`config.mk`:
```
export PLATFORM = sky130hd
export DESIGN_NAME = qei_top
export DESIGN_NICKNAME = d
export VERILOG_FILES = /design/src/qei_pkg.sv /design/src/qei_quad_decode.sv /design/src/qei_top.sv
export VERILOG_INCLUDE_DIRS = /design/src
export SDC_FILE = /design/constraint.sdc
export NUM_CORES = 1
export LEC_CHECK = 0
export ABC_AREA = 0
export CAP_MARGIN = 15
export CORE_ASPECT_RATIO = 1.75
export CORE_MARGIN = 4
export CORE_UTILIZATION = 61
export DETAILED_ROUTE_END_ITERATION = 10
export DONT_BUFFER_PORTS = 1
export PLACE_DENSITY = 0.77
export SETUP_SLACK_MARGIN = 0.05
export SYNTH_ARGS = -nofsm -noshare
export SYNTH_HDL_FRONTEND = slang
export SYNTH_SLANG_ARGS = --single-unit
```
`constraint.sdc`:
```
create_clock -name clk_in -period 6.35 [get_ports clk_in]
set_clock_uncertainty 0.05 [all_clocks]
set_input_delay 0.9525 -clock clk_in [delete_from_list [all_inputs] [get_ports clk_in]]
set_output_delay 0.9525 -clock clk_in [all_outputs]
set_load 0.005 [all_outputs]
```
`src/qei_map.svh`:
```
// constants of the quadrature encoder interface: register indices, bits, resets
// assumes a 32-bit apb slave whose byte address is four times the register index
//
// Contract
// - encoder count is signed 32-bit, host reads it and overwrites it freely
// - position is parameter 216, settings 217, maximum deviation 218
// - quadrature decode gives four counts per encoder line per rotation
// - each count step is scaled by settings value divided by 512
// - scaled counter follows microsteps: microsteps per rotation = prescaler * ticks
// - settings bits 2 to 4 are special functions, not part of prescaler
// - bit 2 set zeroes the counter at the next null channel event
// - bits 3 and 2 set zero the counter at every null event
// - bit 4 picks the null level that clears: zero low, one high
// - position difference above maximum deviation stops motor and flags error
// - maximum deviation of zero turns deviation supervision off
`ifndef QEI_MAP_SVH
`define QEI_MAP_SVH

// register indices, byte address is index times four
`define QEI_IDX_POS      10'h0d8
`define QEI_IDX_SET      10'h0d9
`define QEI_IDX_MAXDEV   10'h0da
`define QEI_IDX_STATUS   10'h0db

// settings word fields
`define QEI_BIT_ONCE     2
`define QEI_BIT_EACH     3
`define QEI_BIT_POL      4
`define QEI_SPECIAL_MASK 32'h0000_001c
`define QEI_FRAC_W       9

// status word fields
`define QEI_ST_DEVERR    0
`define QEI_ST_NULL      1

// reset values
`define QEI_POS_RST      32'h0000_0000
`define QEI_SET_RST      32'h0000_0200
`define QEI_MAXDEV_RST   32'h0000_0000

`endif

```
`src/qei_pkg.sv`:
```
// types of the quadrature encoder interface
// assumes qei_map.svh is on the include path
`default_nettype none
`include "qei_map.svh"

package qei_pkg;

  // apb request from the master
  typedef struct packed {
    logic        psel;
    logic        penable;
    logic        pwrite;
    logic [11:0] paddr;
    logic [31:0] pwdata;
  } qei_apb_req_t;

  // apb answer to the master
  typedef struct packed {
    logic [31:0] prdata;
    logic        pready;
    logic        pslverr;
  } qei_apb_rsp_t;

  // quadrature phase as {a, b}
  typedef enum logic [1:0] {
    QEI_PH_00 = 2'b00,
    QEI_PH_01 = 2'b01,
    QEI_PH_10 = 2'b10,
    QEI_PH_11 = 2'b11
  } qei_phase_t;

  // decoder state
  typedef struct packed {
    qei_phase_t prev;
    logic       primed;
    logic       inc;
    logic       dec;
    logic       bad;
  } qei_dec_state_t;

  // interface state, counter kept with fractional bits for the prescaler
  typedef struct packed {
    logic [32+`QEI_FRAC_W-1:0] acc;
    logic [31:0]               settings;
    logic [31:0]               maxdev;
    logic                      dev_err;
    logic                      null_act;
    qei_apb_rsp_t              rsp;
  } qei_state_t;

endpackage
`default_nettype wire

```
`src/qei_quad_decode.sv`:
```
// quadrature decoder: turns a/b phase changes into count up/down pulses
// assumes a and b already synchronous to clk_in
`timescale 1ns/100ps
`default_nettype none

module qei_quad_decode
  import qei_pkg::*;
(
  input  wire logic clk_in,
  input  wire logic reset_in,
  input  wire logic a_in,
  input  wire logic b_in,
  output var  logic inc_out,
  output var  logic dec_out,
  output var  logic bad_out
);

  qei_dec_state_t st_q;
  qei_dec_state_t st_d;
  qei_phase_t     cur;

  // next phase when a leads b
  function automatic qei_phase_t qei_fwd(input qei_phase_t ph);
    unique case (ph)
      QEI_PH_00: qei_fwd = QEI_PH_10;
      QEI_PH_10: qei_fwd = QEI_PH_11;
      QEI_PH_11: qei_fwd = QEI_PH_01;
      QEI_PH_01: qei_fwd = QEI_PH_00;
    endcase
  endfunction

  // every phase edge is one count, four per line
  always_comb begin
    cur = qei_phase_t'({a_in, b_in});
    st_d = st_q;
    st_d.inc = 1'b0;
    st_d.dec = 1'b0;
    st_d.bad = 1'b0;
    if (st_q.primed && cur != st_q.prev) begin
      if (cur == qei_fwd(st_q.prev)) begin
        st_d.inc = 1'b1;
      end else if (st_q.prev == qei_fwd(cur)) begin
        st_d.dec = 1'b1;
      end else begin
        st_d.bad = 1'b1; // both flipped, no count
      end
    end
    st_d.prev = cur;
    st_d.primed = 1'b1;
  end

  // state register
  always_ff @(posedge clk_in or posedge reset_in) begin
    if (reset_in) begin
      st_q <= '{prev: QEI_PH_00, primed: 1'b0, inc: 1'b0, dec: 1'b0, bad: 1'b0};
    end else begin
      st_q <= st_d;
    end
  end

  assign inc_out = st_q.inc;
  assign dec_out = st_q.dec;
  assign bad_out = st_q.bad;
endmodule
`default_nettype wire

```
`src/qei_top.sv`:
```
// quadrature encoder interface: scaled position counter, null clearing,
// deviation supervision and apb register slave
// assumes encoder pins and motor position are synchronous to clk_in
`timescale 1ns/100ps
`default_nettype none

module qei_top
  import qei_pkg::*;
(
  input  wire logic         clk_in,
  input  wire logic         reset_in,
  input  wire qei_apb_req_t apb_req_in,
  output var  qei_apb_rsp_t apb_rsp_out,
  input  wire logic         enc_a_in,
  input  wire logic         enc_b_in,
  input  wire logic         enc_null_in,
  input  wire logic [31:0]  motor_pos_in,
  output var  logic         motor_stop_out,
  output var  logic         dev_err_out,
  output var  logic         quad_err_out
);

  localparam int ACC_W = 32 + `QEI_FRAC_W;

  qei_state_t       st_q;
  qei_state_t       st_d;
  logic             step_inc;
  logic             step_dec;
  logic             wr;
  logic             setup;
  logic [9:0]       idx;
  logic             aligned;
  logic             hit_pos;
  logic             hit_set;
  logic             hit_dev;
  logic             hit_st;
  logic [31:0]      prescale;
  logic [ACC_W-1:0] step_amt;
  logic             null_now;
  logic             null_hit;
  logic             zero_hit;
  logic [31:0]      pos;
  logic [32:0]      diff;
  logic [32:0]      mag;
  logic             over;

  // phase decoder
  qei_quad_decode u_dec (
    .clk_in   (clk_in),
    .reset_in (reset_in),
    .a_in     (enc_a_in),
    .b_in     (enc_b_in),
    .inc_out  (step_inc),
    .dec_out  (step_dec),
    .bad_out  (quad_err_out)
  );

  // true when the address is aligned and the index names the given register
  function automatic logic qei_hit(input logic [9:0] i, input logic [9:0] reg_idx,
                                   input logic al);
    qei_hit = al && (i == reg_idx);
  endfunction

  // apb decode, write lands at the access edge
  always_comb begin
    setup   = apb_req_in.psel && !apb_req_in.penable;
    wr      = apb_req_in.psel && apb_req_in.penable && apb_req_in.pwrite && st_q.rsp.pready;
    idx     = apb_req_in.paddr[11:2];
    aligned = (apb_req_in.paddr[1:0] == 2'h0);
    hit_pos = qei_hit(idx, `QEI_IDX_POS, aligned);
    hit_set = qei_hit(idx, `QEI_IDX_SET, aligned);
    hit_dev = qei_hit(idx, `QEI_IDX_MAXDEV, aligned);
    hit_st  = qei_hit(idx, `QEI_IDX_STATUS, aligned);
  end

  // prescaler, null detection and deviation measure
  always_comb begin
    prescale = st_q.settings & ~`QEI_SPECIAL_MASK;
    step_amt = {{`QEI_FRAC_W{1'b0}}, prescale};
    null_now = (enc_null_in == st_q.settings[`QEI_BIT_POL]);
    null_hit = null_now && !st_q.null_act;
    zero_hit = null_hit && st_q.settings[`QEI_BIT_ONCE];
    pos      = st_q.acc[ACC_W-1:`QEI_FRAC_W];
    diff     = {motor_pos_in[31], motor_pos_in} - {pos[31], pos};
    mag      = diff[32] ? (~diff + 33'h000000001) : diff;
    over     = (st_q.maxdev != 32'h0000_0000) && (mag > {1'b0, st_q.maxdev});
  end

  // next state
  always_comb begin
    st_d = st_q;
    st_d.null_act = null_now;
    // scaled count in units of 1/512, so microsteps follow prescale * ticks
    if (step_inc) begin
      st_d.acc = st_q.acc + step_amt;
    end else if (step_dec) begin
      st_d.acc = st_q.acc - step_amt;
    end
    // null clearing, one shot unless the each bit is set
    if (zero_hit) begin
      st_d.acc = '0;
      if (!st_q.settings[`QEI_BIT_EACH]) begin
        st_d.settings[`QEI_BIT_ONCE] = 1'b0;
      end
    end
    // host writes take priority over counting and clearing
    if (wr && hit_pos) begin
      st_d.acc = {apb_req_in.pwdata, {`QEI_FRAC_W{1'b0}}};
    end
    if (wr && hit_set) begin
      st_d.settings = apb_req_in.pwdata;
      // new polarity must not read as an entry into the null level
      st_d.null_act = (enc_null_in == apb_req_in.pwdata[`QEI_BIT_POL]);
    end
    if (wr && hit_dev) begin
      st_d.maxdev = apb_req_in.pwdata;
    end
    // deviation flag: write one clears, a new trip wins over the clear
    if (wr && hit_st && apb_req_in.pwdata[`QEI_ST_DEVERR]) begin
      st_d.dev_err = 1'b0;
    end
    if (st_q.maxdev == 32'h0000_0000) begin
      st_d.dev_err = 1'b0;
    end
    if (over) begin
      st_d.dev_err = 1'b1;
    end
    // apb answer, ready in the access cycle, read data taken at setup
    st_d.rsp.pready  = setup;
    st_d.rsp.pslverr = setup && !(hit_pos || hit_set || hit_dev || hit_st);
    if (setup && !apb_req_in.pwrite) begin
      st_d.rsp.prdata = 32'h0000_0000;
      if (hit_pos) begin
        st_d.rsp.prdata = pos;
      end
      if (hit_set) begin
        st_d.rsp.prdata = st_q.settings;
      end
      if (hit_dev) begin
        st_d.rsp.prdata = st_q.maxdev;
      end
      if (hit_st) begin
        st_d.rsp.prdata[`QEI_ST_DEVERR] = st_q.dev_err;
        st_d.rsp.prdata[`QEI_ST_NULL]   = enc_null_in;
      end
    end
  end

  // state register
  always_ff @(posedge clk_in or posedge reset_in) begin
    if (reset_in) begin
      st_q.acc      <= {`QEI_POS_RST, {`QEI_FRAC_W{1'b0}}};
      st_q.settings <= `QEI_SET_RST;
      st_q.maxdev   <= `QEI_MAXDEV_RST;
      st_q.dev_err  <= 1'b0;
      st_q.null_act <= 1'b0;
      st_q.rsp      <= '0;
    end else begin
      st_q <= st_d;
    end
  end

  // outputs straight from the state register
  assign apb_rsp_out    = st_q.rsp;
  assign motor_stop_out = st_q.dev_err;
  assign dev_err_out    = st_q.dev_err;
endmodule
`default_nettype wire

```
# Word level (Yosys, flattened, before mapping)
# Cells that the tools add are included.
[classes]
reduce_logical = 35
magnitude_cmp = 1
bitwise_logic = 1
n_eq_ne = 16
mux = 26
add_sub_neg = 4
[ops]
columns = ["operator", "n"]
rows = [
  ["41-bit 2-to-1 mux", 4],
  ["32-bit 2-to-1 mux", 3],
  ["41-bit by 32-bit adder with 41-bit output", 1],
  ["41-bit by 32-bit subtractor with 41-bit output", 1],
  ["10-bit by 8-bit == test with 1-bit output (second input constant)", 4],
  ["33-bit by 1-bit adder with 33-bit output (second input constant)", 1],
  ["33-bit by 32-bit > comparator with 1-bit output", 1],
  ["33-bit 2-to-1 mux", 1],
  ["33-bit NOT", 1],
  ["32-bit by 32-bit subtractor with 33-bit output", 1],
  ["32-bit logical NOT", 1],
  ["32-bit nonzero test", 1],
  ["1-bit logical AND", 19],
  ["2-bit one-hot mux with 4 select lines", 2],
  ["2-bit 2-to-1 mux", 5],
  ["1-bit 2-to-1 mux", 9],
  ["2-bit == test (second input constant)", 4],
  ["2-bit logical NOT", 3],
  ["3-bit 2-to-1 mux", 2],
  ["2-bit by 1-bit == test with 1-bit output (second input constant)", 2],
  ["2-bit == test", 2],
  ["1-bit logical NOT", 4],
  ["4-bit nonzero test", 1],
  ["1-bit logical OR", 3],
  ["6 further kinds", 7],
]
[totals]
elab_cells = 97
in_bits = 84
register_bits = 147
output_inout_bits = 37

# Logic depth before layout (Yosys ltp)
# Gate-level depths: netlist of the first run.
[logic_depth]
word_depth = 10
depth_mapped = 24
mapped_depth_nobuf = 23

# By module
# Synthesis of the first run repeated with hierarchy kept, for this count alone.
[hier_totals]
hier_cells = 1600
area_unflattened_um2 = 13207.7
[modules_own_cells]
columns = ["module", "seq_area_each_um2", "area_each_um2", "n_inst", "cells_each"]
rows = [
  ["qei_top", 3529.6, 12993.7, 1, 1585],
  ["qei_quad_decode", 150.1, 214.0, 1, 15],
]

# Worst setup path before layout of the first run
# No wires, ideal clock.
[synth_path]
path_type = "input-to-reg"
startpoint = "input port motor_pos_in[0]"
endpoint = "register st_q (netlist bit dev_err_out)"
t_required_ps = 6173
setup_ps = 127
cell_stages = 20
path_slack_ps = 733
path_buffers = 0
t_arrival_ps = 5440
cell_sequence = "inv_1 -> ha_1 -> fa_1 -> nor2b_1 -> o221ai_1 -> and4_1 -> nor3_2 -> o2111ai_2 -> nor3_2 -> nor4b_4 -> nand4_2 -> o41ai_2 -> xnor2_1 -> ha_1 -> nand4_1 -> or4_1 -> or3_1 -> o22a_1 -> a22oi_1 -> a21oi_1"
[synth_between]
elab_chain_cells = 7
elab_cells_between_ends = 8
cone_classes = "add/sub: 2; order compare: 1; mux: 2; bitwise: 1; reduce/logical: 2"
[synth_rtl]
columns = ["item", "line", "rtl"]
rows = [
  ["from (decl)", "qei_top.sv:17", "input wire logic [31:0] motor_pos_in,"],
  ["32-bit by 32-bit subtractor with 33-bit output (*)", "qei_top.sv:84", "diff = {motor_pos_in[31], motor_pos_in} - {pos[31], pos};"],
  ["33-bit NOT", "qei_top.sv:85", "mag = diff[32] ? (~diff + 33'h000000001) : diff;"],
  ["33-bit by 1-bit adder with 33-bit output", "qei_top.sv:85", ""],
  ["33-bit 2-to-1 mux (*)", "qei_top.sv:85", ""],
  ["33-bit by 32-bit > comparator with 1-bit output (*)", "qei_top.sv:86", "over = (st_q.maxdev != 32'h0000_0000) && (mag > {1'b0, st_q.maxdev});"],
  ["1-bit logical AND (*)", "qei_top.sv:86", ""],
  ["3-bit nonzero test (no source line) or 1-bit 2-to-1 mux (tied branches)", "--", ""],
  ["to (signal assigned)", "qei_top.sv:159", "st_q <= st_d;"],
  ["to (decl)", "qei_top.sv:25", "qei_state_t st_q;"],
]
# Every way passes the cells marked *; elsewhere a longest branch is shown, timed or not.
# A chain may end at the register's enable or synchronous reset.

# Worst setup path after layout of the first run
[layout_path]
startpoint = "input port motor_pos_in[6]"
endpoint = "register st_q (netlist bit dev_err_out)"
# Same word-level chain as after synthesis.

==> results of run 1 <==
-- sequential cells by signal, indices dropped and copies added, names as in the netlist --
signal	cells
u_dec.dec_out	1
pos	32
u_dec.st_q	3
apb_rsp_out	34
u_dec.inc_out	1
st_q	45
prescale	29
u_dec.bad_out	1
dev_err_out	1
-- cells in the final DEF, fill, tap and decap left out, types with 17 or more instances in the layout --
cell,n
a31oi_1,28
clkbuf_16,17
a21oi_1,167
nand2_1,149
nor3_1,32
nor2_1,130
ha_1,107
a21o_1,57
mux2_2,34
buf_4,23
nand4_1,19
o31ai_1,36
nand3_1,25
mux2i_1,34
nor2b_1,21
dfrtp_1,146
xor2_1,49
inv_1,90
xnor2_1,63
o21ai_0,102
-- layer usage --
| metal | global-route usage [%] | routed length [microns] | up-vias |
|---|---|---|---|
| li1 | - | - | 5797 |
| met2 | 57.99 | 20400 | 535 |
| met3 | 5.912 | 2851 | 131 |
| met5 | 0 | 0 | - |
| met4 | 17.50 | 2334 | 0 |
| met1 | 40.30 | 15980 | 5907 |
-- worst max-delay path, delay by kind of cell --
kind            cells  cell delay, ns
simple gates        7            2.24
compound gates      7            1.78
fa+ha+maj           2            0.67
xor+xnor            2            0.41
-- report_power, final --
group	internal [W]	switching [W]
sequential	0.00102	0.000115
combinational	0.000876	0.00138
clock	0.000573	0.000420
-- through the flow --
stage	setup WS (ns)	area, sq um	util, %	total power, W
floorplan	0.7331	13500	-	0.002813
global placement	0.2502	13490	62.21	0.003318
detailed placement	0.1449	13490	62.21	0.003362
CTS	0.5994	14060	64.86	0.004361
global route	0.2488	14060	64.86	0.004681
finish	0.5509	14060	64.86	0.004388
-- synth_stat cells, types with 4 or more instances --
| cell | instances |
|---|---|
| and3_1 | 14 |
| ha_1 | 107 |
| o21a_1 | 15 |
| dfrtp_1 | 146 |
| mux2i_1 | 34 |
| nand2b_1 | 17 |
| xnor2_1 | 63 |
| nand4_1 | 19 |
| mux2_2 | 34 |
| nand3_1 | 25 |
| a31oi_1 | 28 |
| buf_2 | 8 |
| and2_1 | 11 |
| a311oi_1 | 7 |
| or2_2 | 4 |
| nor4_1 | 15 |
| o211ai_1 | 6 |
| a211oi_1 | 15 |
| nand3b_1 | 4 |
| nor3_1 | 33 |
| clkbuf_1 | 58 |
| nor2_1 | 132 |
| o21ai_1 | 5 |
| buf_4 | 36 |
| xor2_1 | 49 |
| a21oi_1 | 168 |
| o21bai_1 | 7 |
| nand2_1 | 149 |
| o311ai_0 | 4 |
| inv_1 | 91 |
| o21ai_0 | 102 |
| o31ai_1 | 36 |
| a2111oi_0 | 5 |
| or3_1 | 6 |
| a21o_1 | 57 |
| a41oi_1 | 8 |
| buf_1 | 10 |
| and4_1 | 6 |
| nor2b_1 | 22 |
| a32oi_1 | 4 |
-- worst max-delay path by stage --
stage,endpoint,slack [ns],depth (start not counted)
after CTS,dev_err_out,0.60,19
after global placement,dev_err_out,0.25,18
final,dev_err_out,0.55,18
after global routing,dev_err_out,0.25,19
after floorplan,dev_err_out,0.73,20
after detailed placement,dev_err_out,0.14,18
-- cell families (layout without fill, tap and decap cells) --
family                     Yosys count  after routing
and+or+nand+nor                    485            485
other                                1              1
xor gates and xnor gates           112            112
adders and majority gates          109            109
AOI/OAI and AO/OA                  520            520
muxes                               70             70
DFF                                147            147
buffers and inverters              205            147
-- layout make-up --
| cell class | count | area share, % |
|---|---|---|
| Clock buffer | 22 | 3.373 |
| Clock inverter | 10 | 0.7119 |
| Inverter | 92 | 2.492 |
| Multi-Input combinational cell | 1297 | 63.42 |
| Sequential cell | 147 | 26.17 |
| Tap cell | 292 | 2.599 |
| Timing Repair Buffer | 23 | 1.228 |
==> impl_results.md, run 1 <==
- CP max FO: 8
- Clk_lat worst skew: 0.43 ns
- Number of max-cap violations: 0
- Library cells used by synthesis: 95
- Xor/xnor cell area share of the yosys netlist: 7.269%
- Synth top area share: 27.07%
- Worst reg-to-reg setup slack: 0.55 ns
- Hold slack: 0.4508 ns
- Post-Route WL: 41.56 mm
- First drt pass iteration count: 5
- Pleak: 6.792 nW
- Worst Setup Start Kind: primary input
- Root Buffer: clkbuf_16
- Ratio of cells with drive above 1 in the final layout: 8.297%
- Max Freq: 172.4 MHz
- Setup repair bufs after CTS: 0
- Avg Vias per Cell: 6.569
- Vias in the first global route: 12155
- Synth area leaders: dfrtp_1 27%, ha_1 9.9%, a21oi_1 6.2%
- Sequential area share after synthesis: 27.27%
- Cells after DPL: 1851
- CTS Buf Count: 17
- Peak VDD IR: 241.2 uV
- Syn Std Cell Area: 13500 sq um
- GPL Wtd Cong: 0.9518
- RSZ-0062 raised after global routing: false
- Gr ovfl total: 0
- Avg Synthesized Cell Area: 8.184 sq um
- Crit Path Class: in2reg
- Sequential cell area: 3680 sq um
- Post-DP HPWL: 32.57 mm
- Post-CTS Resized: 0
- Total track usage: 33.82%
- Tmin final: 5.799 ns
- Non-Filler Instances: 1883
- Critical path data required time: 6.62 ns
- Synth Area in Adders: 10.22%
- Hold Fails Final Rpt: 0
- Share of flip-flops with an asynchronous set or reset: 100.0%
- Cells after synthesis: 1649
- Die extent in x: 120.4 microns
- CTS clk-pin slew, worst paths: 0.07 ns
- Core area: 21680 sq um
- Initial Utilization: 62.26%
- Max incr delay on CP: 0.56 ns
- Io pins: 121
- Final Setup Violations: 0
- Pwr Density: 312.1 nW/um^2
- Post-route ant nets: 0
- Largest net degree at the start of global routing: 99
- Mux cell area share after synthesis: 5.693%
- Ys Warns: 0
- CP startpoint: motor_pos_in[6]
- Area growth syn-to-layout: 4.181%
- TNS Setup: 0 ns
- First-pass GRT wire length: 65.41 mm
- Via count: 12370
- Hold Crit Class: reg2reg
- CTS tree: yes
- Worst relative slew slack: 21.57%
- FF-to-FF path depth: 19
- Largest family of logic cells by synthesized area: compound AO/OA/AOI/OAI gates
- Hold_buf cts: 0
- Die Y: 204.8 microns
- Crit end category: register
- Row cnt: 71
- Worst Min Path Start: apb_rsp_out[10]
- Initial antenna violation count: 0
- Simple-gate share of the synthesized area: 17.75%
- Number of synthesized flops with an enable pin: 0
- CTS H-tree lvls: 4
- Worst path arrival time: 6.07 ns
- Clock Sinks: 147
- PortBufs: 0
- Ant diodes: 0
- Slowest cell on crit path: or4_1
- #FFs+latches synth: 147
- Footprint of the multi-input gates: 8917 sq um
- Area leader, netlist: dfrtp_1
- Final Max Tran Viols: 0
- Hold path cells: 2
- Routed WL per cell: 22.07 microns
- Fin crit share: 91.32%
- Worst Max-Slew Pin Slew: 1.177 ns
- Drt drc: 0
- Synth Area in Compound Gates: 24.95%
- Synth Net Count: 1842
- Max Buffers Root-to-Sink: 2
- Layout Nets: 1771
- RR Startpoint: pos[6]
- Status: completed
- R2r endpoint: dev_err_out
- Die area: 24660 sq um
- Fillcell total: 1935
- Hold Path Sink: apb_rsp_out[10]
- Iter 0 DRT Violations: 950
- CP Cell Sequence: ha_1, a211oi_1, o21ai_0, o311ai_2, o21ai_0, xor2_1, nor4_1, nand4_1, nor4b_2, nor2_1, xnor2_1, ha_1, nand4_1, or4_1, or3_1, o22a_1, a22oi_1, a21oi_1
- Post-synth top flop: dfrtp_1
No activity file was read; power rests on OpenSTA's default activity.
==> run 2: changes to the inputs <==
Settings changed: MAX_ROUTING_LAYER set to met4, RECOVER_POWER set to 50.
==> impl_results.md, run 2 (synthesis results as in run 1) <==
- Pleak: 6.801 nW (+0.13%)
- Worst Min Path Start: apb_rsp_out[15]
- Placed cell area: 13490 sq um (unchanged)
- R2r endpoint: dev_err_out
- Die Y: 204.8 microns (unchanged)
- RSZ-0062 raised after global routing: false
- Die area: 24660 sq um (unchanged)
- Initial antenna violation count: 0 (unchanged)
- Initial Utilization: 62.26% (unchanged)
- RR Startpoint: pos[4]
- Non-Filler Instances: 1883 (unchanged)
- FF-to-FF path depth: 21 (+2)
- Drt drc: 0 (unchanged)
- Crit Path Class: in2reg
- Final Max Tran Viols: 150 (+150)
- Ratio of cells with drive above 1 in the final layout: 8.360% (+0.063 points)
- Iter 0 DRT Violations: 920 (-3.2%)
- Hold Crit Class: reg2reg
- Post-Route WL: 40.81 mm (-1.8%)
- Clock Sinks: 147 (unchanged)
- Most frequent cells in the layout: 167 x a21oi_1, 149 x nand2_1, 146 x dfrtp_1
- Worst Max-Slew Pin Slew: 3.623 ns (+2.446 ns)
- Ant diodes: 0 (unchanged)
- Pwr Density: 313.9 nW/um^2 (+0.57%)
- Post-DP HPWL: 32.18 mm (-1.2%)
- Fillcell total: 1936 (+0.052%)
- CTS clk-pin slew, worst paths: 0.07 ns (about the same)
- Die extent in x: 120.4 microns (unchanged)
- Io pins: 121 (unchanged)
- First-pass GRT wire length: 64.52 mm (-1.4%)
- Hold Path Sink: apb_rsp_out[15]
- Peak VDD IR: 216.8 uV (-10%)
- Row cnt: 71 (unchanged)
- Max incr delay on CP: 0.67 ns (+0.11 ns)
- Worst relative slew slack: -142.9% (-160 points)
- Setup repair bufs after CTS: 0 (unchanged)
- Cells after DPL: 1851 (unchanged)
- Total track usage: 34.25% (+0.42 points)
- Hold path cells: 2 (unchanged)
- Biggest register: st_q
- Post-route ant nets: 0 (unchanged)
- Largest net degree at the start of global routing: 84 (-15%)
- Slowest cell on crit path: a2111oi_1
- Root Buffer: clkbuf_16
- TNS Setup: 0 ns (unchanged)
- Worst reg-to-reg setup slack: 0.54 ns (about the same)
- Worst path arrival time: 6.10 ns (+0.03 ns)
- Max Buffers Root-to-Sink: 2 (unchanged)
- Most common cell after layout, fill and taps aside: a21oi_1
- Hold slack: 0.4525 ns (+0.001614 ns)
- Area growth syn-to-layout: 4.274% (about the same)
- Clk_lat worst skew: 0.43 ns (about the same)
- Core area: 21680 sq um (unchanged)
- Via count: 12230 (-1.1%)
- Vias in the first global route: 11989 (-1.4%)
- Critical path data required time: 6.62 ns (about the same)
- Final Instance Area: 14070 sq um (about the same)
- GPL Wtd Cong: 0.9750 (+2.4%)
- Avg Vias per Cell: 6.495 (-1.1%)
- PortBufs: 0 (unchanged)
- Status: finished with violations
- Most used cell, CP: o21ai_0
- Layout Nets: 1771 (unchanged)
- Number of max-cap violations: 2 (+2)
- Tmin final: 5.836 ns (+0.03650 ns)
- CTS H-tree lvls: 4 (unchanged)
- Routed WL per cell: 21.67 microns (-1.8%)
- Max FFs per register: 45 (unchanged)
- Final Setup Violations: 0 (unchanged)
- Gr ovfl total: 0 (unchanged)
- Hold Fails Final Rpt: 0 (unchanged)
- Max Freq: 171.4 MHz (-0.63%)
- Failing checks: capacitance limit, slew limit
- Worst Setup Start Kind: primary input
- Hold_buf cts: 0 (unchanged)
- CP Cell Sequence: inv_1, ha_1, fa_1, nor2b_1, o221a_2, o31ai_4, a311oi_1, o21ai_0, a2111oi_4, nand4_1, nor4b_2, nor2_1, xnor2_1, ha_1, a21oi_1, nor2b_1, o21ai_0, o21ai_0, a2111oi_1, o211ai_1, a22oi_1, a21oi_1
- CP max FO: 4 (-4)
- Fin crit share: 91.90% (+0.57 points)
- CTS tree: yes
- CTS Buf Count: 17 (unchanged)
- First drt pass iteration count: 7 (+2)
- Crit end category: register
-- run 2: changes by cell type in the layout (fill, tap and decap cells not counted), sizes merged --
cell,delta
bufinv,+1
clkinvlp,-1
clkbuf,-3
clkinv,+1
buf,-2
inv,+4
-- run 2: worst max-delay path by stage --
| stage | start | slack [ns] | endpoint | cells past startpoint |
|---|---|---|---|---|
| after floorplan | motor_pos_in[0] | 0.73 | dev_err_out | 20 |
| after global placement | motor_pos_in[4] | 0.12 | dev_err_out | 20 |
| after detailed placement | motor_pos_in[0] | 0.02 | dev_err_out | 22 |
| after CTS | motor_pos_in[0] | 0.46 | dev_err_out | 22 |
| after global routing | prescale[0] | 0.10 | pos[31] | 18 |
| final | motor_pos_in[0] | 0.51 | dev_err_out | 22 |
-- run 2: cell type report --
type / instances / area (sq um) / area share (%)
well taps: 292 / 365.4 / 2.596
multi-input cells: 1297 / 8919 / 63.38
clock buffers: 17 / 425.4 / 3.023
inverters: 92 / 346.6 / 2.463
flip-flops and latches: 147 / 3680 / 26.15
repair buffers: 23 / 166.4 / 1.183
clock inverters: 15 / 170.2 / 1.209
-- run 2: repair_timing --
action,4_1_cts,5_1_grt
setup endpoints to repair,0,1
endpoints found under the hold margin,0,0
resized for setup,0,1
-- run 2: worst max-delay path: cells and delay by family --
kind / cells / cell delay (ns)
compound gates: 12 / 2.99
simple gates: 5 / 1.05
fa+ha+maj: 3 / 0.91
xor+xnor: 1 / 0.15
buf+inv: 1 / 0.03
-- run 2: power by group --
part / switching [W] / internal, W
combinational: 0.00137 / 0.000878
sequential: 0.000117 / 0.00102
clock: 0.000443 / 0.000590
-- run 2: per-layer routing --
metal,vias to the layer above,global-route usage (%),wire [microns]
li1,5787,-,-
met1,5852,40.26,15850
met2,479,57.87,20350
met3,112,4.945,2623
met4,0,15.56,1991
met5,-,-,0
-- run 2: through the flow --
step	setup WS, ns	utilization, %	total power, W
after floorplan	0.7331	-	0.002813
after global placement	0.1237	62.21	0.003322
after detailed placement	0.02426	62.21	0.003356
after CTS	0.4575	64.96	0.004396
after global routing	0.1044	64.92	0.004712
final	0.5144	64.92	0.004417
